<file path="src/include/rap_params.svh">
/*
 * Register offsets, field positions, reset values and codes of the alarm
 * matcher and pin selector.
 * Assumes it is included by its bare name and that byte addresses are used.
 */
`ifndef RAP_PARAMS_SVH
`define RAP_PARAMS_SVH

`define RAP_OFS_CTRL     8'h00
`define RAP_OFS_COMP     8'h18
`define RAP_OFS_ARM      8'h1C
`define RAP_OFS_AMON     8'h20
`define RAP_OFS_ADATE    8'h24
`define RAP_OFS_AHOUR    8'h28
`define RAP_OFS_AMIN     8'h2C
`define RAP_OFS_ASEC     8'h30
`define RAP_OFS_STAT     8'h34
`define RAP_OFS_MASK     8'h38

`define RAP_BIT_FLAG     6
`define RAP_BIT_CAL      2
`define RAP_BIT_PSEL     6
`define RAP_BIT_RATE_LO  4
`define RAP_BIT_RATE_HI  5
`define RAP_BIT_ARM      0
`define RAP_BIT_EVT      0
`define RAP_BIT_PART     7
`define RAP_VAL_MSB      6

`define RAP_RST_FIELD    8'h80
`define RAP_RST_BIT      1'h0
`define RAP_RST_WORD     32'h0000_0000
`define RAP_RST_RATE     2'h0

`define RAP_RATE_1HZ     2'h0
`define RAP_RATE_512HZ   2'h1
`define RAP_RATE_4KHZ    2'h2
`define RAP_RATE_32KHZ   2'h3

`endif

</file>
<file path="src/include/rap_pkg.sv">
/*
 * Types shared by the alarm matcher and pin selector.
 * Assumes rap_params.svh supplies the numeric constants.
 */
package rap_pkg;

    typedef struct packed {
        logic [7:0] month;
        logic [7:0] date;
        logic [7:0] hour;
        logic [7:0] minute;
        logic [7:0] second;
    } rap_cal_t;

    typedef struct packed {
        logic w32k;
        logic w4k;
        logic w512;
        logic w1;
    } rap_wave_t;

endpackage

</file>
<file path="src/rap_alarm_pin.sv">
/*
 * Alarm matcher, alarm flag, interrupt status and output-pin selector of a
 * real-time-clock companion, with an Avalon-MM register slave.
 * Assumes the live calendar and the one-second tick come from the
 * timekeeping core on clk, and the square waves come from the RTC divider
 * asynchronously.
 */
`timescale 1ns/1ps
`include "rap_params.svh"

// Operation
// [RULE1] Compare alarm fields with live calendar always.
// [RULE2] Five fields; top bit zero means participating.
// [RULE3] No field participating gives alarm every second.
// [RULE4] Participation sets give minute, hour, day rates.
// [RULE5] Odd combinations use the same per-field compare.
// [RULE6] Match sets flag bit 6 only when armed.
// [RULE7] Flag and pin alarm hold until cleared. The code releases the pin when armReg is cleared, while the flag holds.
// [RULE8] Disarming blocks new sets, keeps existing flag.
// [RULE9] Pin function chosen by cal, select, arm.
// [RULE10] Select bit 6 at 18h routes alarm.
// [RULE11] Rate bits 4 and 5 pick wave rate.
// [RULE12] Calibration bit gives 512 Hz, matching continues.
// [RULE13] Continuous frequency hides the alarm on pin.
// [RULE14] Host polls flag or pin, writes zero.
// [RULE15] Leaving calibration restores the selected function.
// [RULE16] Evaluate once per second calendar update.
// [RULE17] Pin driven low while flag set and selected.
module rap_alarm_pin
    import rap_pkg::*;
#(
    parameter int ADDR_W = 8
) (
    // Clock and reset
    input  wire logic              clk,
    input  wire logic              rst_n,
    // Avalon-MM slave
    input  wire logic [ADDR_W-1:0] avs_address,
    input  wire logic              avs_read,
    input  wire logic              avs_write,
    input  wire logic [31:0]       avs_writedata,
    input  wire logic [3:0]        avs_byteenable,
    output logic      [31:0]       avs_readdata,
    output logic                   avs_waitrequest,
    // Timekeeping core
    input  wire rap_cal_t          liveCal,
    input  wire logic              secTick,
    // Divider square waves, asynchronous
    input  wire rap_wave_t         waveIn,
    // Alarm and wave pin
    output logic                   alarmWavePinOut,
    output logic                   alarmWavePinOe,
    // Interrupt
    output logic                   irq
);

    if (ADDR_W < 8) begin : gAddrCheck
        $error("ADDR_W too narrow for the register map");
    end

    function automatic logic fieldHit(input logic [7:0] alarm, input logic [7:0] live);
        fieldHit = alarm[`RAP_BIT_PART] |
                   (alarm[`RAP_VAL_MSB:0] == live[`RAP_VAL_MSB:0]);
    endfunction

    logic        waitReqReg;
    logic [31:0] rdataReg;
    logic        flagReg;
    logic        calReg;
    logic        pselReg;
    logic [1:0]  rateReg;
    logic        armReg;
    logic        statReg;
    logic        maskReg;
    logic        irqReg;
    logic        pinOutReg;
    logic        pinOeReg;
    rap_cal_t    alarmReg;
    rap_wave_t   waveMeta;
    rap_wave_t   waveSync;

    // Bus decode.
    wire logic [7:0] addr   = avs_address[7:0];
    wire logic       req    = avs_read | avs_write;
    wire logic       wrTake = avs_write & ~waitReqReg & avs_byteenable[0];
    wire logic       rdTake = avs_read & waitReqReg;
    wire logic [7:0] wd     = avs_writedata[7:0];
    wire logic       wrCtrl = wrTake & (addr == `RAP_OFS_CTRL);
    wire logic       wrComp = wrTake & (addr == `RAP_OFS_COMP);
    wire logic       wrArm  = wrTake & (addr == `RAP_OFS_ARM);
    wire logic       wrStat = wrTake & (addr == `RAP_OFS_STAT);
    wire logic       wrMask = wrTake & (addr == `RAP_OFS_MASK);
    wire logic       wrAMon = wrTake & (addr == `RAP_OFS_AMON);
    wire logic       wrADat = wrTake & (addr == `RAP_OFS_ADATE);
    wire logic       wrAHr  = wrTake & (addr == `RAP_OFS_AHOUR);
    wire logic       wrAMin = wrTake & (addr == `RAP_OFS_AMIN);
    wire logic       wrASec = wrTake & (addr == `RAP_OFS_ASEC);

    // [RULE1] live field compare
    // [RULE2] participation per field
    // [RULE5] independent field terms
    wire logic hitMon  = fieldHit(alarmReg.month, liveCal.month);
    wire logic hitDate = fieldHit(alarmReg.date, liveCal.date);
    wire logic hitHour = fieldHit(alarmReg.hour, liveCal.hour);
    wire logic hitMin  = fieldHit(alarmReg.minute, liveCal.minute);
    wire logic hitSec  = fieldHit(alarmReg.second, liveCal.second);
    // [RULE3] all-ones matches always
    // [RULE4] rates follow participation
    wire logic matchAll = hitMon & hitDate & hitHour & hitMin & hitSec;

    // [RULE16] once per second update
    // [RULE6] armed match sets
    wire logic setFlag = secTick & matchAll & armReg;
    // [RULE7] only zero write clears
    wire logic clrFlag = wrCtrl & ~wd[`RAP_BIT_FLAG];
    // [RULE8] disarm keeps flag
    wire logic flagNext = setFlag | (flagReg & ~clrFlag);
    wire logic statNext = setFlag | (statReg & ~(wrStat & wd[`RAP_BIT_EVT]));

    // [RULE11] wave rate choice
    wire logic waveSel = (rateReg == `RAP_RATE_1HZ)   ? waveSync.w1   :
                         (rateReg == `RAP_RATE_512HZ) ? waveSync.w512 :
                         (rateReg == `RAP_RATE_4KHZ)  ? waveSync.w4k  :
                                                        waveSync.w32k;

    // [RULE9] pin function table
    // [RULE12] calibration overrides pin
    // [RULE13] waves hide alarm
    // [RULE15] returns when calibration ends
    // [RULE10] select routes alarm
    // [RULE17] low while flagged
    wire logic alarmSel = ~calReg & pselReg & armReg;
    wire logic pinOeNext = calReg | ~pselReg | (alarmSel & flagReg);
    wire logic pinOutNext = calReg ? waveSync.w512 :
                            ~pselReg ? waveSel : 1'h1 & ~(alarmSel & flagReg);

    wire logic [31:0] rdMux =
        (addr == `RAP_OFS_CTRL)  ? {25'h0, flagReg, 3'h0, calReg, 2'h0} :
        (addr == `RAP_OFS_COMP)  ? {25'h0, pselReg, rateReg, 4'h0} :
        (addr == `RAP_OFS_ARM)   ? {31'h0, armReg} :
        (addr == `RAP_OFS_AMON)  ? {24'h0, alarmReg.month} :
        (addr == `RAP_OFS_ADATE) ? {24'h0, alarmReg.date} :
        (addr == `RAP_OFS_AHOUR) ? {24'h0, alarmReg.hour} :
        (addr == `RAP_OFS_AMIN)  ? {24'h0, alarmReg.minute} :
        (addr == `RAP_OFS_ASEC)  ? {24'h0, alarmReg.second} :
        (addr == `RAP_OFS_STAT)  ? {31'h0, statReg} :
        (addr == `RAP_OFS_MASK)  ? {31'h0, maskReg} :
                                   `RAP_RST_WORD;

    // One wait cycle: waitrequest drops for exactly the edge that completes.
    always_ff @(posedge clk or negedge rst_n) begin
        if (!rst_n) begin
            waitReqReg <= 1'h1;
            rdataReg   <= `RAP_RST_WORD;
        end else begin
            waitReqReg <= ~(req & waitReqReg);
            if (rdTake) begin
                rdataReg <= rdMux;
            end
        end
    end

    always_ff @(posedge clk or negedge rst_n) begin
        if (!rst_n) begin
            flagReg <= `RAP_RST_BIT;
            statReg <= `RAP_RST_BIT;
            irqReg  <= `RAP_RST_BIT;
        end else begin
            flagReg <= flagNext;
            statReg <= statNext;
            irqReg  <= statReg & maskReg;
        end
    end

    always_ff @(posedge clk or negedge rst_n) begin
        if (!rst_n) begin
            calReg  <= `RAP_RST_BIT;
            pselReg <= `RAP_RST_BIT;
            rateReg <= `RAP_RST_RATE;
            armReg  <= `RAP_RST_BIT;
            maskReg <= `RAP_RST_BIT;
        end else begin
            if (wrCtrl) begin
                calReg <= wd[`RAP_BIT_CAL];
            end
            if (wrComp) begin
                pselReg <= wd[`RAP_BIT_PSEL];
                rateReg <= wd[`RAP_BIT_RATE_HI:`RAP_BIT_RATE_LO];
            end
            if (wrArm) begin
                armReg <= wd[`RAP_BIT_ARM];
            end
            if (wrMask) begin
                maskReg <= wd[`RAP_BIT_EVT];
            end
        end
    end

    // Unused alarm fields start out of the comparison.
    always_ff @(posedge clk or negedge rst_n) begin
        if (!rst_n) begin
            alarmReg <= {5{`RAP_RST_FIELD}};
        end else begin
            if (wrAMon) begin
                alarmReg.month <= wd;
            end
            if (wrADat) begin
                alarmReg.date <= wd;
            end
            if (wrAHr) begin
                alarmReg.hour <= wd;
            end
            if (wrAMin) begin
                alarmReg.minute <= wd;
            end
            if (wrASec) begin
                alarmReg.second <= wd;
            end
        end
    end

    // The 32 kHz wave is sampled at 40 MHz, so its duty cycle jitters by a cycle.
    always_ff @(posedge clk or negedge rst_n) begin
        if (!rst_n) begin
            waveMeta  <= '0;
            waveSync  <= '0;
            pinOutReg <= 1'h1;
            pinOeReg  <= 1'h0;
        end else begin
            waveMeta  <= waveIn;
            waveSync  <= waveMeta;
            pinOutReg <= pinOutNext;
            pinOeReg  <= pinOeNext;
        end
    end

    assign avs_readdata    = rdataReg;
    assign avs_waitrequest = waitReqReg;
    assign alarmWavePinOut = pinOutReg;
    assign alarmWavePinOe  = pinOeReg;
    assign irq             = irqReg;
endmodule

</file>
<file path="config.mk">
export PLATFORM = sky130hd
export DESIGN_NAME = rap_alarm_pin
export DESIGN_NICKNAME = d
export VERILOG_FILES = /design/src/include/rap_pkg.sv /design/src/rap_alarm_pin.sv
export VERILOG_INCLUDE_DIRS = /design/src /design/src/include
export SDC_FILE = /design/constraint.sdc
export NUM_CORES = 1
export LEC_CHECK = 0
export BUFFER_PORTS_ARGS = -buffer_cell sky130_fd_sc_hd__buf_2
export CORE_MARGIN = 2
export CORE_UTILIZATION = 50
export CTS_CLUSTER_SIZE = 12
export DETAILED_ROUTE_END_ITERATION = 16
export MAX_ROUTING_LAYER = met4
export PLACE_DENSITY_LB_ADDON = 0.25
export SETUP_SLACK_MARGIN = 0.2
export SLEW_MARGIN = 20
export SYNTH_ARGS = -nofsm -noshare
export SYNTH_HDL_FRONTEND = slang
export SYNTH_SLANG_ARGS = --single-unit
</file>
<file path="constraint.sdc">
create_clock -name clk -period 2.05 [get_ports clk]
set_clock_uncertainty 0.1 [all_clocks]
set_input_delay 0.1025 -clock clk [delete_from_list [all_inputs] [get_ports clk]]
set_output_delay 0.1025 -clock clk [all_outputs]
set_load 0.05 [all_outputs]
</file>
### Word-level counts from Yosys, hierarchy flattened

Index checks and enable logic that the tools add are counted.

* flip-flop bits (word level): 92
* input port bits: 93
* output and inout port bits: 36
* word-level logic and storage cells: 104

* equal/unequal tests: 16
* multiplexer cells: 15
* bitwise logic cells: 46
* reduce and logical (&&, ||, !) cells: 2

Operator list (number)
* 8-bit two-way mux: 8
* 8-bit by 6-bit equality test with 1-bit output, second input constant: 7
* 7-bit equality test: 5
* 1-bit AND: 28
* 8-bit by 5-bit equality test with 1-bit output, second input constant: 2
* 1-bit OR: 10
* 8-bit logical NOT: 1
* 1-bit NOT: 8
* 1-bit two-way mux: 7
* 2-bit by 1-bit equality test with 1-bit output, second input constant: 1
* 2-bit equality test, second input constant: 1
* 2-bit logical NOT: 1

### Depth between registers and ports, before layout

Gate-level depths: netlist of the first run.

* depth after elaboration: 11
* mapped depth: 7
* gate-level depth less buffers: 5

### Least setup slack after synthesis of the first run

Ideal clock, no wire load.

* path type: reg-to-reg
* start point: register waitReqReg (netlist: avs_waitrequest)
* end point: register alarmReg[16] (netlist bit)
* setup time: 0.125 ns
* data arrival time: 1.652 ns
* required time: 1.825 ns
* slack: 0.174 ns
* stages on the path, launching flop included: 5
* buffers on the path: 0
* clock period less this slack: 1.876 ns
* cells stage by stage: dfstp_2 nand3b_1 nor3_1 nand2_2 mux2_2

* longest elaborated chain between the ends: 4

RTL lines
* start: declaration: RTL line rap_alarm_pin.sv:66 `logic waitReqReg;`
* start signal: assignment: RTL line rap_alarm_pin.sv:156 `waitReqReg <= ~(req & waitReqReg);`
* 1-bit NOT: RTL line rap_alarm_pin.sv:85 `wire logic wrTake = avs_write & ~waitReqReg & avs_byteenable[0];`
* 1-bit AND (2 in a row): RTL line rap_alarm_pin.sv:85
* 1-bit AND: RTL line rap_alarm_pin.sv:95 `` wire logic wrAHr = wrTake & (addr == `RAP_OFS_AHOUR); ``
* end signal: assignment: RTL line rap_alarm_pin.sv:202 `` alarmReg <= {5{`RAP_RST_FIELD}}; ``
* end: declaration: RTL line rap_alarm_pin.sv:78 `rap_cal_t alarmReg;`

No other way between the ends.
A chain may end at the register's enable or synchronous reset.

### Worst setup path after layout of the first run

* start point: register alarmReg[14] (netlist bit)
* end point: register flagReg

* longest elaborated chain between the ends: 7

RTL lines
* 7-bit equality test: RTL line rap_alarm_pin.sv:63 `` (alarm[`RAP_VAL_MSB:0] == live[`RAP_VAL_MSB:0]); ``
* 1-bit OR: RTL line rap_alarm_pin.sv:62 `` fieldHit = alarm[`RAP_BIT_PART] | ``
* 1-bit AND (2 in a row): RTL line rap_alarm_pin.sv:109 `wire logic matchAll = hitMon & hitDate & hitHour & hitMin & hitSec;`
* 1-bit AND (2 in a row): RTL line rap_alarm_pin.sv:113 `wire logic setFlag = secTick & matchAll & armReg;`
* 1-bit OR: RTL line rap_alarm_pin.sv:117 `wire logic flagNext = setFlag | (flagReg & ~clrFlag);`
* named net flagNext: RTL line rap_alarm_pin.sv:117
* end signal: assignment: RTL line rap_alarm_pin.sv:165 `` flagReg <= `RAP_RST_BIT; ``
* end signal: assignment: RTL line rap_alarm_pin.sv:169 `flagReg <= flagNext;`
* end: declaration: RTL line rap_alarm_pin.sv:68 `logic flagReg;`

The timed path passes the listed nets, and every way through them passes these cells.

==> results of run 1 <==
==> logic make-up (layout without fill, tap and decap cells) <==
family                 Yosys count  in the layout  synth area share [%]
XOR/XNOR                        35             35                  8.27
multiplexers                    50             50                  15.4
flip-flops                      68             68                  46.1
other                            1             24                 0.101
AND/OR/NAND/NOR                 81             81                  13.0
AO/OA/AOI/OAI                   59             59                  10.4
buffers and inverters           38            120                  6.71
==> final cells by class <==
type                            count  area, um^2
Multi-Input combinational cell    249        1880
Clock buffer                       13         139
Clock inverter                      3        40.0
Tap cell                           99         124
Inverter                            2        7.51
Fill cell                         613        2670
Sequential cell                    68        1710
Timing Repair Buffer              102         651
==> final timing paths <==
path                                        end  slack [ps]  cells after the start
worst max register to register          flagReg         130                      5
worst min register to register      waveSync[0]         250                      0
worst max-delay path                    flagReg         130                      5
worst min-delay path               alarmReg[22]          60                      2
max in group asynchronous       avs_waitrequest         950                      3
min in group asynchronous           waveSync[3]         190                      2
==> metrics by stage <==
stage	instances	hold WS [ps]	setup WS, ps
floorplan	355	-293	198
global placement	503	19.3	118
detailed placement	503	30.1	45.1
CTS	535	32.0	171
global route	536	42.9	59.4
finish	536	55.1	132
==> synth_stat cells, types with 4 or more instances <==
cell,number
dfstp_2,7
a32o_1,5
o21ai_0,19
xor2_1,19
nor2b_1,5
buf_4,25
nand3_1,4
nor2_1,8
nand2b_1,7
mux2_2,46
dfrtp_1,61
buf_2,4
o22ai_1,5
a21oi_1,9
nor3_1,7
a41oi_1,4
clkbuf_1,6
nand2_1,18
nor4_1,7
xnor2_1,16
==> power groups by stage <==
stage / registers [uW] / clock network, uW / logic, uW
after floorplan: 1440 / 0 / 255
after global placement: 1420 / 0 / 412
after detailed placement: 1420 / 0 / 414
after CTS: 1400 / 1060 / 439
after global routing: 1400 / 1120 / 477
final: 1400 / 1040 / 443
==> layout by cell type, fill, tap and decap left out, types with 4 or more instances in the layout <==
| cell | Yosys | routed |
|---|---|---|
| buf_2 | 4 | 72 |
| dfrtp_1 | 61 | 61 |
| mux2_2 | 46 | 46 |
| conb_1 | 1 | 24 |
| xor2_1 | 19 | 19 |
| nand2_1 | 18 | 18 |
| o21ai_0 | 19 | 17 |
| xnor2_1 | 16 | 16 |
| buf_4 | 25 | 16 |
| dlygate4sd3_1 | 0 | 11 |
| a21oi_1 | 9 | 9 |
| clkbuf_8 | 0 | 9 |
| nor2_1 | 8 | 8 |
| nand2b_1 | 7 | 7 |
| dfstp_2 | 7 | 7 |
| nor3_1 | 7 | 6 |
| nor4_1 | 7 | 5 |
| nor2b_1 | 5 | 5 |
| o22ai_1 | 5 | 5 |
| a32o_1 | 5 | 5 |
| a41oi_1 | 4 | 4 |
| nand3_1 | 4 | 4 |
| clkbuf_1 | 6 | 4 |
==> metal layers <==
metal	routed length [um]	vias to the layer above	share of wire, %
li1	-	1357	-
met1	4050	1385	43
met2	4300	127	46
met3	743	21	7.9
met4	286	0	3.0
met5	0	-	0
==> worst max-delay path, cell delays in order, from the launching register on <==
cell,delay (ps)
dfrtp_1,400
xor2_1,170
nor4_1,300
a41oi_1,160
or4_4,580
o21ai_2,140
==> timing repair <==
| item | 4_1_cts | 5_1_grt |
|---|---|---|
| hold endpoints to repair | 44 | 0 |
| buffers inserted | 5 | 1 |
| pin swaps | 9 | 3 |
| hold buffers | 11 | 0 |
| resized for setup | 6 | 3 |
| setup endpoints to repair | 10 | 32 |
==> registers in the layout, summed over array words and instances, names as in the netlist <==
register / flops
statReg: 1
irq: 1
waveMeta: 4
alarmWavePinOe: 1
alarmReg: 40
flagReg: 1
pselReg: 1
alarmWavePinOut: 1
waveSync: 4
armReg: 1
avs_readdata: 8
maskReg: 1
avs_waitrequest: 1
calReg: 1
rateReg: 2
==> summary.md, run 1 <==
| Metric | Value |
|---|---|
| Unrepaired setup endpoints after global routing | yes |
| Outcome | finished, final reports clean |
| Row cnt | 31 |
| Final instance area | 4550 um^2 |
| Dominant cell type by area after synthesis | dfrtp_1 |
| First-pass DRT Iterations | 4 |
| Largest net degree at the start of global routing | 46 |
| Worst skew pair latency | 340 ps |
| GRT Overall Usage | 25.0% |
| CTS sink cnt | 68 |
| Relative slew slack | 62.0% |
| Syn Inst Count | 332 |
| Drt drc | 0 |
| Post-synthesis async set-or-reset flop share | 100% |
| Sw Share | 27.8% |
| Internal power | 2080 uW |
| Worst-path clk slew | 70 ps |
| Met2 usage | 36.6% |
| Setup TNS | 0 ps |
| Pwr/cell area | 634 nW/um^2 |
| Max-Cap Viols | 0 |
| CTS root buffer | clkbuf_8 |
| CTS buffer count | 9 |
| I/O pin count | 129 |
| Synth Flop Type | dfrtp_1 |
| Final Setup Violations | 0 |
| Antenna violations before repair | 0 |
| Yosys warns | 0 |
| LEAKAGE | 0.00221 uW |
| Critical Path AT | 2090 ps |
| CP max FO | 3 |
| Vias in the first global route | 2888 |
| #FFs+latches synth | 68 |
| FF-to-FF Start | alarmReg[14] |
| CTS tree | done |
| DR iter-0 viols | 178 |
| Share of the yosys chip area belonging to registers | 46.1% |
| Hold WC Path Type | in -> reg |
| DP Area | 4180 um^2 |
| Worst Path Required | 2220 ps |
| Startpoint Class | register |
| EDFF count, synth | 0 |
| DR WL/cell | 17.5 um |
| Initial cell density of the core | 51.4% |
| P_sw | 802 uW |
| Detail Route Antenna Nets | 0 |
| Via/cell ratio | 5.39 |
| Yosys top cell area share | 41.2% |
| Tmin final | 1920 ps |
| Met3 Track Usage GR | 6.12% |
| Hold path start | avs_writedata[6] |
| Slew @ Worst Pin | 571 ps |
| Die area | 8120 um^2 |
| Final HPWL DP | 6.99 mm |
| Fin. Hold Viols | 0 |
| Avg Inst Size Synth | 11.2 um^2 |
| Worst Setup End Kind | register |
| Fmax | 521 MHz |
| Clock share of power | 36.2% |
| Worst VDD drop | 388 uV |
| Crit Path Class | reg -> reg |
| Mapped Area | 3710 um^2 |
| GR peak layer | met2 |
| NumNets Final | 525 |
| Slew Limit Fails | 0 |
| Die width | 90.1 um |
| Final Cycle Share | 93.6% |
| Grt met1 use | 33.5% |
| Core area | 7210 um^2 |
| Total routed wirelength | 9.38 mm |
| Library cells used by synthesis | 51 |
| Final Util | 63.0% |
| Ranking of synthesized cells by area | dfrtp_1 (41%), mux2_2 (14%), buf_4 (5.1%) |
| N_diodes | 0 |
| Combinational share of power | 15.4% |
| Global placer's final weighted congestion | 0.937 |
| DR vias | 2890 |
| First-pass GRT wire length | 15.1 mm |
| Clock buffer depth | 2 |
| Number of H-tree levels | 3 |
| Buffers on Ports | 72 |
| Area grow syn2layout | 22.6% |
| Final Power | 2880 uW |
| Layout cells sized above 1 | 39.8% |
| Chip Height | 90.1 um |
| GR Overflow Total | 0 |
| Crit path from | alarmReg[14] |
| Share of power burned in registers | 48.4% |
No activity file was read; power rests on OpenSTA's default activity.
==> inputs of run 2 (changes only) <==
==> constraint.sdc (replaced) <==
create_clock -name clk -period 2.2 [get_ports clk]
set_clock_uncertainty 0.1 [all_clocks]
set_input_delay 0.11 -clock clk [delete_from_list [all_inputs] [get_ports clk]]
set_output_delay 0.11 -clock clk [all_outputs]
set_load 0.05 [all_outputs]
==> summary.md, run 2 (synthesized netlist as in run 1, its figures left out) <==
| Metric | Value |
|---|---|
| Outcome | finished, final reports clean |
| Hold path start | avs_writedata[4] |
| Total routed wirelength | 9.26 mm |
| LEAKAGE | 0.00212 uW |
| DR iter-0 viols | 250 |
| Unrepaired setup endpoints after global routing | yes |
| Pwr/cell area | 587 nW/um^2 |
| CTS tree | done |
| NumNets Final | 516 |
| Final Cycle Share | 88.9% |
| Worst R2R Path Depth | 5 |
| Buffers on Ports | 72 |
| Area of the multi-input gates | 1860 um^2 |
| Startpoint Class | register |
| CP max FO | 3 |
| I/O pin count | 129 |
| Max-Cap Viols | 0 |
| Core area | 7210 um^2 |
| Final Power | 2600 uW |
| FF-to-FF Start | alarmReg[34] |
| Largest net degree at the start of global routing | 69 |
| Hold WC Path Type | in -> reg |
| First-pass DRT Iterations | 4 |
| Reg-to-reg endpoint | flagReg |
| DR WL/cell | 17.6 um |
| Largest register by flop count | alarmReg |
| Worst VDD drop | 375 uV |
| Worst-path clk slew | 70 ps |
| Number of H-tree levels | 3 |
| CP max-delay cell | or4_4 |
| Worst Path Required | 2370 ps |
| GRT Overall Usage | 25.0% |
| Fin. Hold Viols | 0 |
| Max reg flops | 40 |
| GR Overflow Total | 0 |
| Worst Setup End Kind | register |
| First-pass GRT wire length | 15.1 mm |
| Layout cells sized above 1 | 38.6% |
| Antenna violations before repair | 0 |
| Fmax | 511 MHz |
| Detail Route Antenna Nets | 0 |
| DR vias | 2845 |
| Max stage delay on crit path | 560 ps |
| Crit Path Class | reg -> reg |
| CTS root buffer | clkbuf_8 |
| Storage cell area | 1710 um^2 |
| Critical Path AT | 2130 ps |
| Row cnt | 31 |
| Relative slew slack | 61.7% |
| Worst skew pair latency | 350 ps |
| Via/cell ratio | 5.40 |
| Setup WS pre-CTS | 136 ps |
| CTS sink cnt | 68 |
| Tmin final | 1960 ps |
| Fillers | 639 |
| Final instance area | 4430 um^2 |
| Final HPWL DP | 6.94 mm |
| Critical Path Sink | flagReg |
| R2R Setup Slk | 240 ps |
| Commonest non-fill, non-tap cells in the layout | buf_2 (72), dfrtp_1 (61), mux2_2 (46) |
| Crit path from | alarmReg[34] |
| CP Cell Sequence | xor2_1, nor4_2, a41oi_1, or4_4, o21ai_2 |
| Chip Height | 90.1 um |
| Die area | 8120 um^2 |
| Final Setup Violations | 0 |
| DP Area | 4120 um^2 |
| N_diodes | 0 |
| Slew Limit Fails | 0 |
| Area grow syn2layout | 19.4% |
| Setup ws final | 244 ps |
| CTS buffer count | 9 |
| Fin Hold WS | 17.3 ps |
| Commonest non-fill, non-tap cell in the layout | buf_2 |
| Die width | 90.1 um |
| Drt drc | 0 |
| Initial cell density of the core | 51.4% |
| Vias in the first global route | 2883 |
| Setup TNS | 0 ps |
| Clock buffer depth | 2 |
| Slew @ Worst Pin | 567 ps |
| Global placer's final weighted congestion | 0.903 |
[run 2: cell count changes in the layout (fill, tap and decap cells not counted)]
cell	previous run	this run
clkbuf_8	9	10
nor3_4	2	1
nor3_2	0	1
buf_12	3	1
buf_4	16	9
nand2_4	1	0
bufinv_16	1	0
nand2_2	2	3
[run 2: layer usage]
metal | track usage [%] | share of wire (%) | vias up
li1 | - | - | 1331
met4 | 7.95 | 2.2 | 0
met2 | 37.2 | 46 | 139
met3 | 6.54 | 7.5 | 13
met5 | - | 0 | -
met1 | 33.6 | 44 | 1362
[run 2: what timing repair did]
item	in CTS	in global routing
endpoints found under the hold margin	89	0
pin swaps	0	8
setup buffers	0	1
setup endpoints to repair	9	2
gates resized for setup	2	6
hold buffers	11	0
[run 2: stage by stage]
stage,cells,utilization [%]
final,527,61.4
after floorplan,355,-
after detailed placement,499,57.1
after global placement,499,57.1
after global routing,527,61.4
after CTS,526,61.0
[run 2: area by class of cell]
cell class	instances	area share [%]
clock buffer	14	3.45
clock inverter	2	0.226
inverter	2	0.170
multi-input combinational	249	42.1
sequential	68	38.6
tap	99	2.80
timing repair buffer	93	12.6
[run 2: worst min path at each step]
stage,slack (ps),to,cells past startpoint
detailed placement,60,waveMeta[0],2
global placement,50,waveMeta[0],2
CTS,10,alarmReg[4],2
global route,30,alarmReg[28],2
finish,20,rateReg[0],2
floorplan,-290,alarmReg[0],0
[run 2: critical path: cells and delay by family, from the launching register on]
| kind | cells | cell delay, ps |
|---|---|---|
| AOI/OAI and AO/OA | 2 | 290 |
| xor gates and xnor gates | 1 | 160 |
| DFF | 1 | 410 |
| and+or+nand+nor | 2 | 920 |
[run 2: power breakdown]
| part | internal [uW] | switching (uW) | total, uW |
|---|---|---|---|
| registers | 1280 | 19.8 | 1300 |
| clock network | 438 | 453 | 891 |
| logic | 130 | 275 | 405 |
| total | 1850 | 748 | 2600 |
==> inputs of run 3 (changes only) <==
--- a/config.mk
+++ b/config.mk
@@ -8,7 +8,8 @@
 export LEC_CHECK = 0
 export BUFFER_PORTS_ARGS = -buffer_cell sky130_fd_sc_hd__buf_2
 export CORE_MARGIN = 2
-export CORE_UTILIZATION = 50
+export CORE_UTILIZATION = 52
+export CTS_BUF_LIST = sky130_fd_sc_hd__clkbuf_8
 export CTS_CLUSTER_SIZE = 12
 export DETAILED_ROUTE_END_ITERATION = 16
 export MAX_ROUTING_LAYER = met4
==> summary.md, run 3 (synthesized netlist as in run 1, its figures left out) <==
| Metric | Value |
|---|---|
| Hold WC Path Type | in -> reg |
| Total routed wirelength | 9.19 mm |
| Largest register by flop count | alarmReg |
| Vias in the first global route | 2845 |
| Relative slew slack | 58.8% |
| Buffers on Ports | 72 |
| Fin Hold WS | -0.318 ps |
| Die width | 88.5 um |
| Unrepaired setup endpoints after global routing | yes |
| Final Setup Violations | 0 |
| Worst-path clk slew | 70 ps |
| Commonest non-fill, non-tap cell in the layout | buf_2 |
| Hold path start | secTick |
| DR iter-0 viols | 244 |
| Number of H-tree levels | 3 |
| Antenna violations before repair | 0 |
| Slew Limit Fails | 0 |
| Sw Share | 26.9% |
| CTS sink cnt | 68 |
| Tmin final | 1920 ps |
| DR WL/cell | 17.6 um |
| Largest net degree at the start of global routing | 69 |
| Core area | 6830 um^2 |
| Chip Height | 88.5 um |
| Worst Path Required | 2370 ps |
| Critical Path AT | 2090 ps |
| Row cnt | 30 |
| CTS tree | done |
| Postcts setup bufs | 0 |
| Worst skew pair latency | 340 ps |
| Fillers | 574 |
| Fin. Hold Viols | 1 |
| Initial cell density of the core | 54.3% |
| DR vias | 2867 |
| Die area | 7820 um^2 |
| LEAKAGE | 0.00214 uW |
| GR Overflow Total | 0 |
| P_sw | 761 uW |
| Share of power burned in registers | 45.9% |
| Layout cells sized above 1 | 38.3% |
| Global placer's final weighted congestion | 0.921 |
| Pwr/cell area | 636 nW/um^2 |
| Crit Path Class | reg -> reg |
| Final Cycle Share | 87.3% |
| First-pass DRT Iterations | 4 |
| Combinational share of power | 14.2% |
| Worst Setup End Kind | register |
| Internal power | 2070 uW |
| Via/cell ratio | 5.49 |
| Max reg flops | 40 |
| Clock share of power | 39.9% |
| Final HPWL DP | 6.79 mm |
| CTS root buffer | clkbuf_8 |
| Detail Route Antenna Nets | 0 |
| Clock buffer depth | 2 |
| NumNets Final | 514 |
| CP max FO | 3 |
| Crit path from | alarmReg[24] |
| Slew @ Worst Pin | 609 ps |
| First-pass GRT wire length | 14.6 mm |
| Max-Cap Viols | 0 |
| Commonest non-fill, non-tap cells in the layout | buf_2 (72), dfrtp_1 (61), mux2_2 (46) |
| Worst VDD drop | 319 uV |
| Outcome | complete, but fails checks |
| N_diodes | 0 |
| FF-to-FF Start | alarmReg[24] |
| Drt drc | 0 |
| Fmax | 521 MHz |
| Setup TNS | 0 ps |
| GRT Overall Usage | 26.3% |
| CTS buffer count | 9 |
| Startpoint Class | register |
| Area grow syn2layout | 19.9% |
| Failing checks | hold timing |
| I/O pin count | 129 |
-- run 3: cell types whose count changed in the layout (fill, tap and decap cells not counted) --
| cell | previous run | this run |
|---|---|---|
| nor3_2 | 1 | 0 |
| clkinvlp_4 | 0 | 1 |
| inv_1 | 2 | 4 |
| clkinv_2 | 2 | 1 |
| nor3_1 | 6 | 7 |
| o21ai_2 | 2 | 0 |
| buf_4 | 9 | 8 |
| o21ai_1 | 0 | 2 |
| bufinv_16 | 0 | 2 |
| clkbuf_1 | 4 | 0 |
| dlygate4sd3_1 | 11 | 10 |
-- run 3: final cells by class --
cell class	instances	area [um^2]	area share (%)
Multi-Input combinational cell	249	1850	41.6
Sequential cell	68	1710	38.5
Timing Repair Buffer	91	541	12.2
Clock buffer	10	138	3.09
Tap cell	96	120	2.70
Clock inverter	6	80.1	1.80
Inverter	2	7.51	0.169
-- run 3: through the flow --
step	std cells	power [uW]	cell area (um^2)	worst slack [ps]	util, %
2_1_floorplan	355	1580	3790	324	-
3_3_place_gp	496	1700	4110	204	60.2
3_5_place_dp	496	1700	4110	203	60.2
4_1_cts	522	2840	4440	217	65.0
5_1_grt	522	2950	4450	183	65.1
6_report	522	2830	4450	279	65.1
-- run 3: what timing repair did --
item	4_1_cts	5_1_grt
hold buffers	10	0
setup endpoints to repair	2	2
resized for setup	1	4
pin swaps	0	4
endpoints found under the hold margin	88	0
-- run 3: power by group through the flow --
stage,combinational [uW],clock [uW],sequential (uW)
2_1_floorplan,237,0,1340
3_3_place_gp,378,0,1320
3_5_place_dp,381,0,1320
4_1_cts,399,1140,1300
5_1_grt,433,1210,1300
6_report,402,1130,1300
-- run 3: final timing paths --
path,end,slack [ps],cells after the start
min reg2reg,waveSync[1],250,0
min,flagReg,-0.3,3
max,statReg,280,5
min in group asynchronous,waveMeta[0],210,3
max reg2reg,statReg,280,5
max in group asynchronous,alarmReg[31],1460,3
-- run 3: layer usage --
metal,vias up,share of wire (%),global-route usage (%)
met5,-,0,-
met4,0,2.8,10.2
met3,21,7.4,3.45
met2,144,46,40.3
met1,1366,44,35.9
li1,1336,-,-
-- run 3: worst max-delay path: stages (launching register included) --
cell and delay (ps):
dfrtp_1 400, xor2_1 180, nor4_1 280, a41oi_1 180
or4_4 570, o21ai_1 140
